## src/rtl/scs_pkg.sv

```systemverilog
package scs_pkg;
    // Control register bit positions
    localparam int GYRO_EN_BIT = 0;
    localparam int THREE_WIRE_BIT = 5;
    localparam int ACCEL_CHAIN_EN_BIT = 4;
    localparam logic [7:0] GYRO_STAB_CONTROL_RESET = 8'h00;
    localparam logic [7:0] ACCEL_STAB_CONTROL_RESET = 8'h00;
    localparam logic [7:0] MODE3_CONTROL = 8'h21;
    localparam logic [7:0] MODE4_CONTROL = 8'h31;
    // Output data addresses
    localparam logic [7:0] GYRO_OUT_FIRST = 8'h22;
    localparam logic [7:0] GYRO_OUT_LAST = 8'h27;
    localparam logic [7:0] ACCEL_OUT_FIRST = 8'h28;
    localparam logic [7:0] ACCEL_OUT_LAST = 8'h2D;
    // Timing
    localparam int CLOCK_MHZ = 100;
    localparam int TURN_ON_MS = 70;
    localparam int BOOT_MS = 10;
    localparam int HOST_WAIT_MS = 74;
    localparam int TURN_ON_CYCLES = TURN_ON_MS * 1000 * CLOCK_MHZ;
    localparam int BOOT_CYCLES = BOOT_MS * 1000 * CLOCK_MHZ;
    // One sample period at 6.66 kHz, rounded up
    localparam int SAMPLE_RATE_HZ = 6660;
    localparam int SAMPLE_CYCLES = (CLOCK_MHZ * 1000000 + SAMPLE_RATE_HZ - 1) / SAMPLE_RATE_HZ;
    localparam int GYRO_LP_SETTLE_00 = 27;
    localparam int ACCEL_LP_SETTLE_000 = 11;
    localparam int CNT_W = 32;
    localparam int SMP_W = 11;

    typedef struct packed {
        logic [7:0] gyro_stab_control;
        logic [7:0] accel_stab_control;
        logic [1:0] gyro_lowpass_stage;
        logic hp_enable;
        logic [1:0] hp_mode;
    } scs_config_type;

    typedef struct packed {
        logic gyro_valid;
        logic accel_valid;
        logic gyro_settling;
        logic three_wire;
        logic booted;
    } scs_status_type;

    typedef enum logic [1:0] {
        GYRO_OFF,
        GYRO_TURN_ON,
        GYRO_SETTLE,
        GYRO_RUN
    } scs_gyro_state_type;

    // Low-pass stage settling in samples
    function automatic logic [SMP_W-1:0] gyro_lp_samples(input logic [1:0] sel);
        unique case (sel)
            2'b00: gyro_lp_samples = SMP_W'(GYRO_LP_SETTLE_00);
            2'b01: gyro_lp_samples = SMP_W'(36);
            2'b10: gyro_lp_samples = SMP_W'(50);
            2'b11: gyro_lp_samples = SMP_W'(18);
        endcase
    endfunction

    function automatic logic [SMP_W-1:0] accel_lp_samples(input logic [2:0] sel);
        unique case (sel)
            3'b000: accel_lp_samples = SMP_W'(ACCEL_LP_SETTLE_000);
            3'b001: accel_lp_samples = SMP_W'(21);
            3'b010: accel_lp_samples = SMP_W'(42);
            3'b011: accel_lp_samples = SMP_W'(80);
            3'b100: accel_lp_samples = SMP_W'(155);
            3'b101: accel_lp_samples = SMP_W'(305);
            3'b110: accel_lp_samples = SMP_W'(600);
            3'b111: accel_lp_samples = SMP_W'(1200);
        endcase
    endfunction
endpackage

```

## src/rtl/scs_chain_startup.sv

```systemverilog
// Summary of operation
// - Gyro output invalid until filter settling elapses, after 70 ms turn-on unless gyro on via primary interface.
// - From all gyro off, mode 4 gyro valid after turn-on plus settling.
// - Gyro running in mode 3, adding accelerometer keeps first gyro sample correct.
// - Gyro on via primary interface skips turn-on; accelerometer always needs settling.
// - Gyro settling is max of high-pass (if enabled) and low-pass stage times.
// - Control value 21h starts gyro chain at 250 dps, 6.66 kHz, 3-wire.
// - Low-pass stage 00b settles in 27 samples at 6.66 kHz.
// - Gyro output data sits at addresses 22h to 27h.
// - Control value 31h starts gyro chain and sets accelerometer chain enable.
// - Accel control 00h runs accelerometer at 2 g, 6.66 kHz.
// - Accel low-pass 000b settles in 11 samples at 6.66 kHz.
// - Accel output data sits at addresses 28h to 2Dh.
// - Accelerometer path runs only while gyro path is enabled too.
// - Control bit 0 enables gyro chain; bit 5 selects 3-wire.
`timescale 1ns/1ps
`default_nettype none
module scs_chain_startup #(
    parameter int TURN_ON_CYC = scs_pkg::TURN_ON_CYCLES,
    parameter int BOOT_CYC = scs_pkg::BOOT_CYCLES,
    parameter int SAMPLE_CYC = scs_pkg::SAMPLE_CYCLES,
    parameter logic [31:0] HP_SETTLE_CYC_00 = 32'h0000_1000,
    parameter logic [31:0] HP_SETTLE_CYC_01 = 32'h0000_0800,
    parameter logic [31:0] HP_SETTLE_CYC_10 = 32'h0000_0400,
    parameter logic [31:0] HP_SETTLE_CYC_11 = 32'h0000_0200
) (
    // Clock and reset
    input wire logic CLOCK,
    input wire logic SRST,
    // Configuration
    input wire scs_pkg::scs_config_type CONFIG,
    input wire logic PRIMARY_GYRO_ON,
    // Output register read address
    input wire logic [7:0] READ_ADDR,
    // Status
    output scs_pkg::scs_status_type STATUS,
    output logic GYRO_ADDR_HIT,
    output logic ACCEL_ADDR_HIT,
    output logic READ_VALID
);
    import scs_pkg::*;

    scs_gyro_state_type gstate, next_gstate;
    logic [CNT_W-1:0] gcount, next_gcount;
    logic [CNT_W-1:0] acount, next_acount;
    logic [CNT_W-1:0] bcount, next_bcount;
    logic booted, next_booted;
    logic accel_valid, next_accel_valid;
    logic accel_was_on, next_accel_was_on;
    logic [CNT_W-1:0] gyro_target, next_gyro_target;
    logic [CNT_W-1:0] accel_target, next_accel_target;
    logic [CNT_W-1:0] gyro_settle_cyc, accel_settle_cyc, hp_cyc;
    logic gyro_en, accel_en, ghit, ahit;

    function automatic logic in_range(input logic [7:0] a, input logic [7:0] lo,
                                      input logic [7:0] hi);
        in_range = (a >= lo) && (a <= hi);
    endfunction

    // Sample count to clock cycles at the chain output rate
    function automatic logic [CNT_W-1:0] samples_to_cycles(input logic [SMP_W-1:0] n);
        samples_to_cycles = CNT_W'(n) * CNT_W'(SAMPLE_CYC);
    endfunction

    always_comb begin
        gyro_en = booted && CONFIG.gyro_stab_control[GYRO_EN_BIT];
        accel_en = gyro_en && CONFIG.gyro_stab_control[ACCEL_CHAIN_EN_BIT];
        unique case (CONFIG.hp_mode)
            2'b00: hp_cyc = HP_SETTLE_CYC_00;
            2'b01: hp_cyc = HP_SETTLE_CYC_01;
            2'b10: hp_cyc = HP_SETTLE_CYC_10;
            2'b11: hp_cyc = HP_SETTLE_CYC_11;
        endcase
        gyro_settle_cyc = samples_to_cycles(gyro_lp_samples(CONFIG.gyro_lowpass_stage));
        if (CONFIG.hp_enable && hp_cyc > gyro_settle_cyc) begin
            gyro_settle_cyc = hp_cyc;
        end
        accel_settle_cyc = samples_to_cycles(accel_lp_samples(CONFIG.accel_stab_control[5:3]));
    end

    // Boot wait, booted holds afterwards
    always_comb begin
        next_bcount = bcount;
        next_booted = booted;
        if (!booted) begin
            if (bcount >= CNT_W'(BOOT_CYC - 1)) begin
                next_booted = 1'b1;
            end else begin
                next_bcount = bcount + 1'b1;
            end
        end
    end

    always_ff @(posedge CLOCK) begin
        if (SRST) begin
            bcount <= '0;
            booted <= 1'b0;
        end else begin
            bcount <= next_bcount;
            booted <= next_booted;
        end
    end

    // Settling targets freeze once a chain starts; a filter change cannot cut a wait short
    always_comb begin
        next_gyro_target = gyro_target;
        next_accel_target = accel_target;
        if (gstate == GYRO_OFF) begin
            next_gyro_target = gyro_settle_cyc;
        end
        if (!accel_en || !accel_was_on) begin
            next_accel_target = accel_settle_cyc;
        end
    end

    always_ff @(posedge CLOCK) begin
        if (SRST) begin
            gyro_target <= '0;
            accel_target <= '0;
        end else begin
            gyro_target <= next_gyro_target;
            accel_target <= next_accel_target;
        end
    end

    // Gyro chain turn-on and settling
    always_comb begin
        next_gstate = gstate;
        next_gcount = gcount;
        if (!gyro_en) begin
            next_gstate = GYRO_OFF;
            next_gcount = '0;
        end else begin
            unique case (gstate)
                GYRO_OFF: begin
                    next_gcount = '0;
                    if (PRIMARY_GYRO_ON) begin
                        next_gstate = GYRO_SETTLE;
                    end else begin
                        next_gstate = GYRO_TURN_ON;
                    end
                end
                GYRO_TURN_ON: begin
                    if (gcount >= CNT_W'(TURN_ON_CYC - 1)) begin
                        next_gstate = GYRO_SETTLE;
                        next_gcount = '0;
                    end else begin
                        next_gcount = gcount + 1'b1;
                    end
                end
                GYRO_SETTLE: begin
                    if (gcount + 1'b1 >= gyro_target) begin
                        next_gstate = GYRO_RUN;
                        next_gcount = '0;
                    end else begin
                        next_gcount = gcount + 1'b1;
                    end
                end
                GYRO_RUN: begin
                    next_gstate = GYRO_RUN;
                end
            endcase
        end
    end

    always_ff @(posedge CLOCK) begin
        if (SRST) begin
            gstate <= GYRO_OFF;
            gcount <= '0;
        end else begin
            gstate <= next_gstate;
            gcount <= next_gcount;
        end
    end

    // Accelerometer low-pass settling, restarts on every enable
    always_comb begin
        next_acount = acount;
        next_accel_valid = accel_valid;
        next_accel_was_on = accel_en;
        if (!accel_en || !accel_was_on) begin
            next_acount = '0;
            next_accel_valid = 1'b0;
        end else if (!accel_valid) begin
            if (acount + 1'b1 >= accel_target) begin
                next_accel_valid = 1'b1;
            end else begin
                next_acount = acount + 1'b1;
            end
        end
    end

    always_ff @(posedge CLOCK) begin
        if (SRST) begin
            acount <= '0;
            accel_valid <= 1'b0;
            accel_was_on <= 1'b0;
        end else begin
            acount <= next_acount;
            accel_valid <= next_accel_valid;
            accel_was_on <= next_accel_was_on;
        end
    end

    always_comb begin
        ghit = in_range(READ_ADDR, GYRO_OUT_FIRST, GYRO_OUT_LAST);
        ahit = in_range(READ_ADDR, ACCEL_OUT_FIRST, ACCEL_OUT_LAST);
        GYRO_ADDR_HIT = ghit;
        ACCEL_ADDR_HIT = ahit;
        READ_VALID = (ghit && gstate == GYRO_RUN) || (ahit && accel_valid);
        STATUS.gyro_valid = (gstate == GYRO_RUN);
        STATUS.accel_valid = accel_valid;
        STATUS.gyro_settling = (gstate == GYRO_TURN_ON) || (gstate == GYRO_SETTLE);
        STATUS.three_wire = CONFIG.gyro_stab_control[THREE_WIRE_BIT];
        STATUS.booted = booted;
    end
endmodule // scs_chain_startup
`default_nettype wire

```

## config.mk

```make
export PLATFORM = sky130hd
export DESIGN_NAME = scs_chain_startup
export DESIGN_NICKNAME = d
export VERILOG_FILES = /design/src/rtl/scs_pkg.sv /design/src/rtl/scs_chain_startup.sv
export SDC_FILE = /design/constraint.sdc
export NUM_CORES = 1
export LEC_CHECK = 0
export BUFFER_PORTS_ARGS = -buffer_cell sky130_fd_sc_hd__buf_2
export CORE_MARGIN = 2
export CORE_UTILIZATION = 52
export DETAILED_ROUTE_END_ITERATION = 7
export GPL_ROUTABILITY_DRIVEN = 0
export PLACE_DENSITY_LB_ADDON = 0.25
export SYNTH_ARGS = -nofsm -noshare
export SYNTH_HDL_FRONTEND = slang
export SYNTH_SLANG_ARGS = --single-unit
```

## constraint.sdc

```tcl
create_clock -name CLOCK -period 9.8 [get_ports CLOCK]
set_clock_uncertainty 0.15 [all_clocks]
set_input_delay 0.98 -clock CLOCK [delete_from_list [all_inputs] [get_ports CLOCK]]
set_output_delay 0.98 -clock CLOCK [all_outputs]
set_load 0.01 [all_outputs]
```

==> impl_metrics.csv, run 1 <==
group,metric,value,unit
outcome,status,"finished clean",
yosys,yosys-mux-area-fraction,1.146,%
global_routing,grt_first_pass_wirelength,39810,um
pwr,p_total,0.001685,W
yosys,yosys_warnings,0,
finish,drive_above_1_share,8.682,%
drt,routed_wirelength,22370,um
setup_path,cpMostUsedCell,"ha_1",
pwr,power.leakage,5.375,nW
drt,drc,0,
timing,worstMarginPinSlew,1176,ps
timing,max_freq,159.7,MHz
clock_tree,cts_hold_buf,0,
timing,period_needed,6261,ps
placement,post-dp-hpwl,16340,um
setup_path,crit_family,"adder cells",
global_routing,grt_max_degree,69,
finish,final_cells,1560,
placement,port_buffers,23,
floorplan,die_h,147.5,um
yosys,syn-cell-area,10700,um^2
floorplan,fp.dieW,147.5,um
yosys,synth-simple-area-share,21.74,%
yosys,yosys-top-cells-area,"dfxtp_1 26%, ha_1 17%, nand2_1 4.6%",
placement,detailed_place.area,10960,um^2
yosys,synth_top_area_share,26.37,%
floorplan,coreArea,20230,um^2
drt,drtIter0Drc,456,
floorplan,floorplan.initialDensity,52.90,%
yosys,async_flop_share,0,%
clock_tree,clk_transition_reported_paths,60,ps
clock_tree,cts_root_buf,"clkbuf_16",
setup_path,critPathKind,"primary input to flop",
drt,firstDrtPassIters,5,
setup_path,cp-end-kind,"flop",
yosys,yosysTopAreaCell,"dfxtp_1",
drt,routed_via_density,5.735,
setup_path,worstPathMaxFanout,11,
finish,final_cell_area,11550,um^2
setup_path,r2r_cells,14,
clock_tree,clockBufferDepth,2,
clock_tree,insertion_delay,440,ps
drt,wire_per_inst,14.34,um
clock_tree,post_cts_resized,0,
setup_path,cpMaxStageDelayCell,"fa_1",
pwr,powerDensity,145.9,nW/um^2
clock_tree,numCtsBuffers,17,
yosys,synthFlopType,"dfxtp_1",
setup_path,crit_required,9990,ps
global_routing,grt_pass1_vias,8678,
drt,vias,8946,
timing,slew_headroom,21.28,%
yosys,synthesis.nets,1482,
global_routing,grt_overflow,0,
timing,grt_setup_unrepaired,"false",
setup_path,worst-path-stages,21,
timing,slew_viol_final,0,
timing,timing.final.crit_share,63.89,%
timing,hold_slack,300.5,ps
clock_tree,cts_htree_levels,4,
hold_path,min_path_type,"flop to flop",
setup_path,max_stage_delay,530,ps
finish,area_delta_synth_final,7.902,%
finish,final_nets,1476,
setup_path,start_kind,"primary input",
setup_path,path_cells,"buf_2 > inv_1 > ha_1 > nand2_1 > o21ai_0 > buf_4 > ha_1 > ha_1 > fa_1 > fa_1 > inv_1 > fa_1 > inv_1 > ha_1 > and3_1 > o2111ai_1 > nand3b_1 > a311oi_1 > a31o_2 > a41oi_1 > o22ai_1",
yosys,synth_top_family_by_area,"simple AND/OR/NAND/NOR gates",
finish,antenna_cells,0,
yosys,synthAdderAreaFrac,20.85,%
yosys,synth-xor-area-share,6.955,%
clock_tree,cts_tree,"done",
setup_path,worst-path-buf-inv,5,
global_routing,antenna_found_initial,0,
global_routing,grt_util_all_layers,21.89,%
yosys,syn_inst,1283,
timing,finalHoldViolations,0,
floorplan,row_count,52,
timing,tns,0,ps
floorplan,io_pins,40,
yosys,synth_compound_area_share,17.12,%
yosys,synth_cell_type_count,76,
hold_path,min_path_cells,2,
clock_tree,cts.sinks,141,
job,maxCapViolCount,0,
setup_path,cp.arrival,6450,ps
floorplan,die-area,21750,um^2
pwr,vdd_drop_max,115.0,uV
yosys,seq_area_frac_synth,26.37,%
yosys,ys_seq_elements,141,
placement,dp_cells,1528,
clock_tree,postCtsSetupRepairBufs,0,
yosys,synth_edf_count,0,
drt,detail-route-antenna-nets,0,
timing,setup_viol,0,
yosys,syn_area_per_cell,8.343,um^2
layer usage:
layer | wire length [um] | GRT usage (%)
met1 | 10680 | 28.11
met2 | 10730 | 37.99
met3 | 626 | 3.704
met4 | 325 | 6.202
met5 | 0 | 0
kinds of logic after synthesis:
family,count (synthesis)
AND/OR/NAND/NOR,462
AO/OA/AOI/OAI,261
adder cells (fa/ha/maj),167
buffers and inverters,155
flip-flops,141
XOR/XNOR,85
multiplexers,12
cell usage in the layout (no fill, tap or decap), drive strengths merged, types with 7 or more instances in the layout:
cell     synthesis  final
a21o            16     16
buf             16     29
xor2            35     35
fa              19     19
a31oi           21     21
nor3            33     33
nor2           115    115
o21ai           60     60
and2             9      9
clkbuf          38     17
ha             148    148
nand2b           7      7
or3             17     17
and4             9      9
inv            101    112
nor2b           13     13
nand2          131    131
a211oi          23     23
o211ai           7      7
a31o            14     14
o2111ai          8      8
a21oi           51     51
mux2i           10     10
nand3           32     32
o21a            16     16
nand4           18     18
nor4            11     11
and3            44     44
xnor2           50     50
dfxtp          141    141
or4              8      8
registers in the layout (all words and copies together), names as in the netlist:
register / cells
gstate: 2
acount: 32
gyro_target: 18
accel_was_on: 1
bcount: 32
booted: 1
accel_valid: 1
gcount: 32
accel_target: 22
power breakdown:
part | total, W | internal, W | switching (W) | leakage [nW]
clock | 0.000651 | 0.000363 | 0.000288 | 0.287
combinational | 0.000416 | 0.000184 | 0.000233 | 3.94
sequential | 0.000618 | 0.000603 | 0.0000146 | 1.15
final timing paths:
| kind | startpoint | endpoint | slack, ps |
|---|---|---|---|
| hold / removal | accel_target[8]$_SDFFE_PP0P_ | accel_target[8]$_SDFFE_PP0P_ | 300 |
| setup reg to reg | acount[10]$_SDFFE_PP0P_ | acount[16]$_SDFFE_PP0P_ | 4080 |
| hold reg to reg | accel_target[8]$_SDFFE_PP0P_ | accel_target[8]$_SDFFE_PP0P_ | 300 |
| setup / recovery | CONFIG[8] | accel_target[24]$_SDFFE_PP0P_ | 3540 |
tightest hold or removal path: stages (launching register included):
cell and delay (ps):
dfxtp_1 310, nand2_1 50, a21oi_1 50
Yosys cell counts (all sizes together) (33+ instances only):
master	n
and3	44
xnor2	50
a21oi	51
nor2	115
dfxtp	141
inv	101
nand2	131
nor3	33
clkbuf	38
ha	148
xor2	35
o21ai	60
cell type report:
type | count | area [um^2]
Fill cell | 1869 | 8685
Clock inverter | 15 | 165.2
Clock buffer | 17 | 425.4
Multi-Input combinational cell | 987 | 7259
Sequential cell | 141 | 2823
Inverter | 101 | 379.1
Tap cell | 270 | 337.8
Timing Repair Buffer | 29 | 160.2
per-stage QoR:
stage	worst slack, ps	utilization, %
CTS	3600	57.08
floorplan	3601	-
global route	3242	57.08
global placement	3218	54.16
detailed placement	3178	54.16
finish	3539	57.08
Power figures use the tool's default switching activity.
==> run 2, diff against run 1 <==
clock period = 6.4 ns   (was 9.8 ns; I/O delays follow)
==> impl_metrics.csv, run 2 (synthesized netlist as in run 1, its figures left out) <==
group,metric,value,unit
drt,detail-route-antenna-nets,0,
setup_path,cpMaxStageDelayCell,"fa_1",
finish,final_cell_mix,"148 x ha_1, 141 x dfxtp_1, 130 x nand2_1",
placement,detailedPlace.worstSlack,339.6,ps
finish,drive_above_1_share,9.315,%
timing,grt_setup_unrepaired,"false",
setup_path,path_cells,"buf_2 > inv_1 > ha_1 > nand2b_1 > inv_1 > ha_1 > ha_1 > ha_1 > fa_1 > inv_1 > fa_1 > inv_1 > ha_1 > and3_1 > o2111ai_1 > nand3b_1 > a311oi_1 > a31o_2 > a41oi_1 > o22ai_1",
global_routing,grt_first_pass_wirelength,39650,um
timing,worst_slack,753.0,ps
drt,drtIter0Drc,428,
setup_path,cp.arrival,5830,ps
timing,period_needed,5647,ps
global_routing,grt_pass1_vias,8567,
setup_path,crit_family,"adder cells",
job,maxCapViolCount,0,
drt,routed_via_density,5.644,
clock_tree,clk_transition_reported_paths,70,ps
floorplan,io_pins,40,
clock_tree,post_cts_resized,0,
finish,final_nets,1485,
clock_tree,cts_hold_buf,0,
finish,area_delta_synth_final,8.544,%
timing,tns,0,ps
finish,final_common_cell,"ha_1",
pwr,power.leakage,5.423,nW
clock_tree,cts.sinks,141,
drt,wire_per_inst,14.46,um
timing,setup_viol,0,
hold_path,min_from,"accel_target[13]$_SDFFE_PP0P_",
setup_path,crit_required,6590,ps
finish,utilization,57.42,%
setup_path,worst-path-stages,20,
floorplan,die-area,21750,um^2
clock_tree,cts_root_buf,"clkbuf_16",
outcome,status,"finished clean",
timing,max_freq,177.1,MHz
setup_path,worstPathMaxFanout,11,
setup_path,start_kind,"primary input",
timing,finalHoldViolations,0,
setup_path,crit_path_start,"CONFIG[8]",
finish,register_area,2823,um^2
setup_path,critPathKind,"primary input to flop",
setup_path,r2r_cells,15,
drt,routed_wirelength,22700,um
timing,slew_headroom,28.19,%
finish,reg_top3,"acount x32, bcount x32, gcount x32",
placement,port_buffers,23,
setup_path,cp-end-kind,"flop",
global_routing,grt_overflow,0,
floorplan,die_h,147.5,um
clock_tree,clockBufferDepth,2,
pwr,powerDensity,222.0,nW/um^2
clock_tree,insertion_delay,430,ps
setup_path,reg2reg_from,"acount[9]$_SDFFE_PP0P_",
placement,post-dp-hpwl,16690,um
floorplan,fp.dieW,147.5,um
clock_tree,numCtsBuffers,17,
global_routing,grt_max_degree,68,
setup_path,cpMostUsedCell,"ha_1",
drt,drc,0,
floorplan,row_count,52,
floorplan,coreArea,20230,um^2
setup_path,r2r_slack,1410,ps
timing,timing.final.crit_share,88.23,%
setup_path,worst-path-buf-inv,5,
clock_tree,cts_tree,"done",
finish,multi_input_area,7259,um^2
setup_path,endpoint,"accel_target[24]$_SDFFE_PP0P_",
timing,slew_viol_final,0,
drt,vias,8855,
timing,worstMarginPinSlew,1077,ps
setup_path,rr_endpoint,"acount[18]$_SDFFE_PP0P_",
finish,fillers,1848,
clock_tree,cts_htree_levels,4,
clock_tree,postCtsSetupRepairBufs,0,
finish,antenna_cells,0,
setup_path,max_stage_delay,550,ps
drt,firstDrtPassIters,5,
hold_path,min_path_type,"flop to flop",
global_routing,grt_util_all_layers,21.82,%
pwr,vdd_drop_max,174.8,uV
global_routing,antenna_found_initial,0,
floorplan,floorplan.initialDensity,52.90,%
-- run 2: worst min-delay path by stage --
stage                                     to  cells past startpoint
2_1_floorplan   gyro_target[11]$_SDFFE_PP0N_                      1
3_3_place_gp    gyro_target[11]$_SDFFE_PP0N_                      1
3_5_place_dp    accel_target[7]$_SDFFE_PP0P_                      2
4_1_cts              accel_was_on$_SDFF_PP0_                      2
5_1_grt              accel_was_on$_SDFF_PP0_                      2
6_report       accel_target[13]$_SDFFE_PP0P_                      2
-- run 2: cell type report --
type                            count  area share, %
Clock buffer                       17          3.661
Multi-Input combinational cell    987          62.48
Sequential cell                   141          24.29
Timing Repair Buffer               38          1.960
Inverter                          101          3.263
Clock inverter                     15          1.432
Tap cell                          270          2.908
-- run 2: routing by layer --
| metal | global-route usage (%) | vias to the layer above | wire length, um |
|---|---|---|---|
| met3 | 3.179 | 25 | 588 |
| li1 | - | 4550 | - |
| met4 | 6.250 | 0 | 385 |
| met2 | 37.59 | 135 | 10700 |
| met1 | 28.53 | 4145 | 11020 |
| met5 | 0 | - | 0 |
-- run 2: per-stage QoR --
stage	std cells	area, um^2	power, W	hold slack, ps
floorplan	1283	10700	0.001474	277.6
finish	1569	11620	0.002579	299.9
global route	1569	11620	0.002759	305.1
CTS	1569	11620	0.002609	291.5
global placement	1537	11030	0.001601	289.7
detailed placement	1537	11030	0.001618	294.9
-- run 2: tightest hold or removal path, stage by stage, from the launching register on --
cell and delay [ps]:
dfxtp_1 310, nand2_1 50, a21oi_1 50
-- run 2: power by group --
part | internal, W | switching, W | leakage, nW
logic | 0.000283 | 0.000365 | 3.99
clock network | 0.000526 | 0.000459 | 0.291
registers | 0.000924 | 0.0000223 | 1.15
==> run 3, diff against run 2 <==
CORE_MARGIN = default   (was 2)
==> impl_metrics.csv, run 3 (synthesized netlist as in run 1, its figures left out) <==
group,metric,value,unit
outcome,status,"finished clean",
clock_tree,cts_htree_levels,4,
placement,post-dp-hpwl,16490,um
timing,slew_viol_final,0,
setup_path,cp.arrival,5870,ps
finish,antenna_cells,0,
setup_path,cpMostUsedCell,"ha_1",
finish,final_nets,1483,
setup_path,worstPathMaxFanout,11,
finish,final_cell_mix,"148 x ha_1, 141 x dfxtp_1, 130 x nand2_1",
floorplan,fp.dieW,145.5,um
drt,routed_wirelength,22200,um
finish,final_common_cell,"ha_1",
placement,dp_cells,1535,
timing,finalHoldViolations,0,
clock_tree,clockBufferDepth,2,
floorplan,die_h,145.5,um
pwr,powerDensity,219.3,nW/um^2
drt,routed_via_density,5.615,
clock_tree,cts_hold_buf,0,
timing,setup_viol,0,
hold_path,min_path_cells,2,
floorplan,io_pins,40,
clock_tree,numCtsBuffers,17,
global_routing,grt_util_all_layers,22.56,%
floorplan,row_count,52,
hold_path,min_to,"accel_target[7]$_SDFFE_PP0P_",
setup_path,path_cells,"buf_2 > inv_1 > ha_1 > nand2b_1 > inv_1 > ha_1 > ha_1 > ha_1 > fa_1 > inv_1 > fa_1 > inv_1 > ha_1 > and3_1 > o2111ai_1 > nand3b_1 > a311oi_1 > a31o_2 > a41oi_1 > o22ai_1",
timing,worst_slack,712.8,ps
placement,detailedPlace.worstSlack,293.5,ps
pwr,vdd_drop_max,186.6,uV
timing,hold_slack,299.6,ps
timing,grt_setup_unrepaired,"false",
placement,port_buffers,23,
drt,detail-route-antenna-nets,0,
setup_path,crit_required,6590,ps
timing,max_freq,175.8,MHz
floorplan,coreArea,20230,um^2
clock_tree,cts_tree,"done",
drt,wire_per_inst,14.16,um
clock_tree,post_cts_resized,0,
finish,drive_above_1_share,9.175,%
setup_path,r2r_cells,15,
setup_path,reg2reg_from,"acount[9]$_SDFFE_PP0P_",
timing,period_needed,5687,ps
hold_path,min_path_type,"flop to flop",
drt,firstDrtPassIters,5,
setup_path,critPathKind,"primary input to flop",
setup_path,max_stage_delay,550,ps
global_routing,grt_first_pass_wirelength,39650,um
setup_path,cp-end-kind,"flop",
drt,vias,8799,
pwr,power.leakage,5.398,nW
setup_path,rr_endpoint,"acount[8]$_SDFFE_PP0P_",
global_routing,grt_max_degree,69,
timing,worstMarginPinSlew,1117,ps
clock_tree,clk_transition_reported_paths,60,ps
finish,final_cells,1567,
drt,drc,0,
global_routing,grt_overflow,0,
floorplan,die-area,21160,um^2
clock_tree,insertion_delay,440,ps
setup_path,r2r_slack,1370,ps
setup_path,start_kind,"primary input",
global_routing,grt_pass1_vias,8498,
global_routing,antenna_found_initial,0,
timing,tns,0,ps
setup_path,cpMaxStageDelayCell,"fa_1",
job,maxCapViolCount,0,
clock_tree,cts_root_buf,"clkbuf_16",
clock_tree,cts.sinks,141,
timing,timing.final.crit_share,88.86,%
hold_path,min_from,"accel_target[7]$_SDFFE_PP0P_",
drt,drtIter0Drc,393,
finish,reg_top3,"acount x32, bcount x32, gcount x32",
finish,area_delta_synth_final,8.124,%
clock_tree,postCtsSetupRepairBufs,0,
floorplan,floorplan.initialDensity,52.90,%
timing,slew_headroom,25.51,%
==> run 3: changes by cell type in the layout (fill, tap and decap cells not counted) <==
| cell | change |
|---|---|
| clkinv_8 | -3 |
| inv_8 | -3 |
| buf_4 | -2 |
| clkinv_4 | +2 |
| clkbuf_8 | +1 |
| clkinv_2 | +1 |
| clkinvlp_4 | +1 |
| inv_6 | +1 |
==> run 3: per-layer routing <==
layer	wire, um	track usage, %	vias up
met5	0	0	-
met4	390	7.737	0
met3	665	4.107	37
met2	10410	38.08	111
met1	10730	28.94	4105
li1	-	-	4546
==> run 3: layout make-up <==
| type | instances | area, um^2 |
|---|---|---|
| Tap cell | 270 | 337.8 |
| Clock buffer | 18 | 439.2 |
| Timing Repair Buffer | 36 | 212.7 |
| Clock inverter | 14 | 122.6 |
| Multi-Input combinational cell | 987 | 7259 |
| Fill cell | 1833 | 8661 |
| Inverter | 101 | 379.1 |
| Sequential cell | 141 | 2823 |
==> run 3: power breakdown <==
| part | internal, W | total (W) | switching, W |
|---|---|---|---|
| combinational | 0.000283 | 0.000647 | 0.000364 |
| clock | 0.000519 | 0.000944 | 0.000425 |
| sequential | 0.000924 | 0.000947 | 0.0000231 |
| total | 0.00173 | 0.00254 | 0.000811 |
==> run 3: worst max-delay path by stage <==
stage,from,to,slack (ps),cells after the start
3_3_place_gp,CONFIG[8],accel_target[24]$_SDFFE_PP0P_,380,20
5_1_grt,CONFIG[8],accel_target[21]$_SDFFE_PP0P_,330,20
2_1_floorplan,CONFIG[8],accel_target[21]$_SDFFE_PP0P_,540,20
4_1_cts,CONFIG[8],accel_target[24]$_SDFFE_PP0P_,710,20
3_5_place_dp,CONFIG[8],accel_target[24]$_SDFFE_PP0P_,290,20
6_report,CONFIG[8],accel_target[24]$_SDFFE_PP0P_,710,20
==> run 3: through the flow <==
step | utilization [%] | total power [W] | cell area (um^2)
6_report | 57.20 | 0.002538 | 11570
5_1_grt | 57.20 | 0.002719 | 11570
4_1_cts | 57.20 | 0.002564 | 11570
3_5_place_dp | 54.42 | 0.001616 | 11010
3_3_place_gp | 54.42 | 0.001601 | 11010
2_1_floorplan | - | 0.001474 | 10700
==> run 3: critical path: cells and delay by family <==
family	cells	cell delay, ps
AO/OA/AOI/OAI	5	1110
adder cells (fa/ha/maj)	7	2740
buffers and inverters	5	760
AND/OR/NAND/NOR	3	610
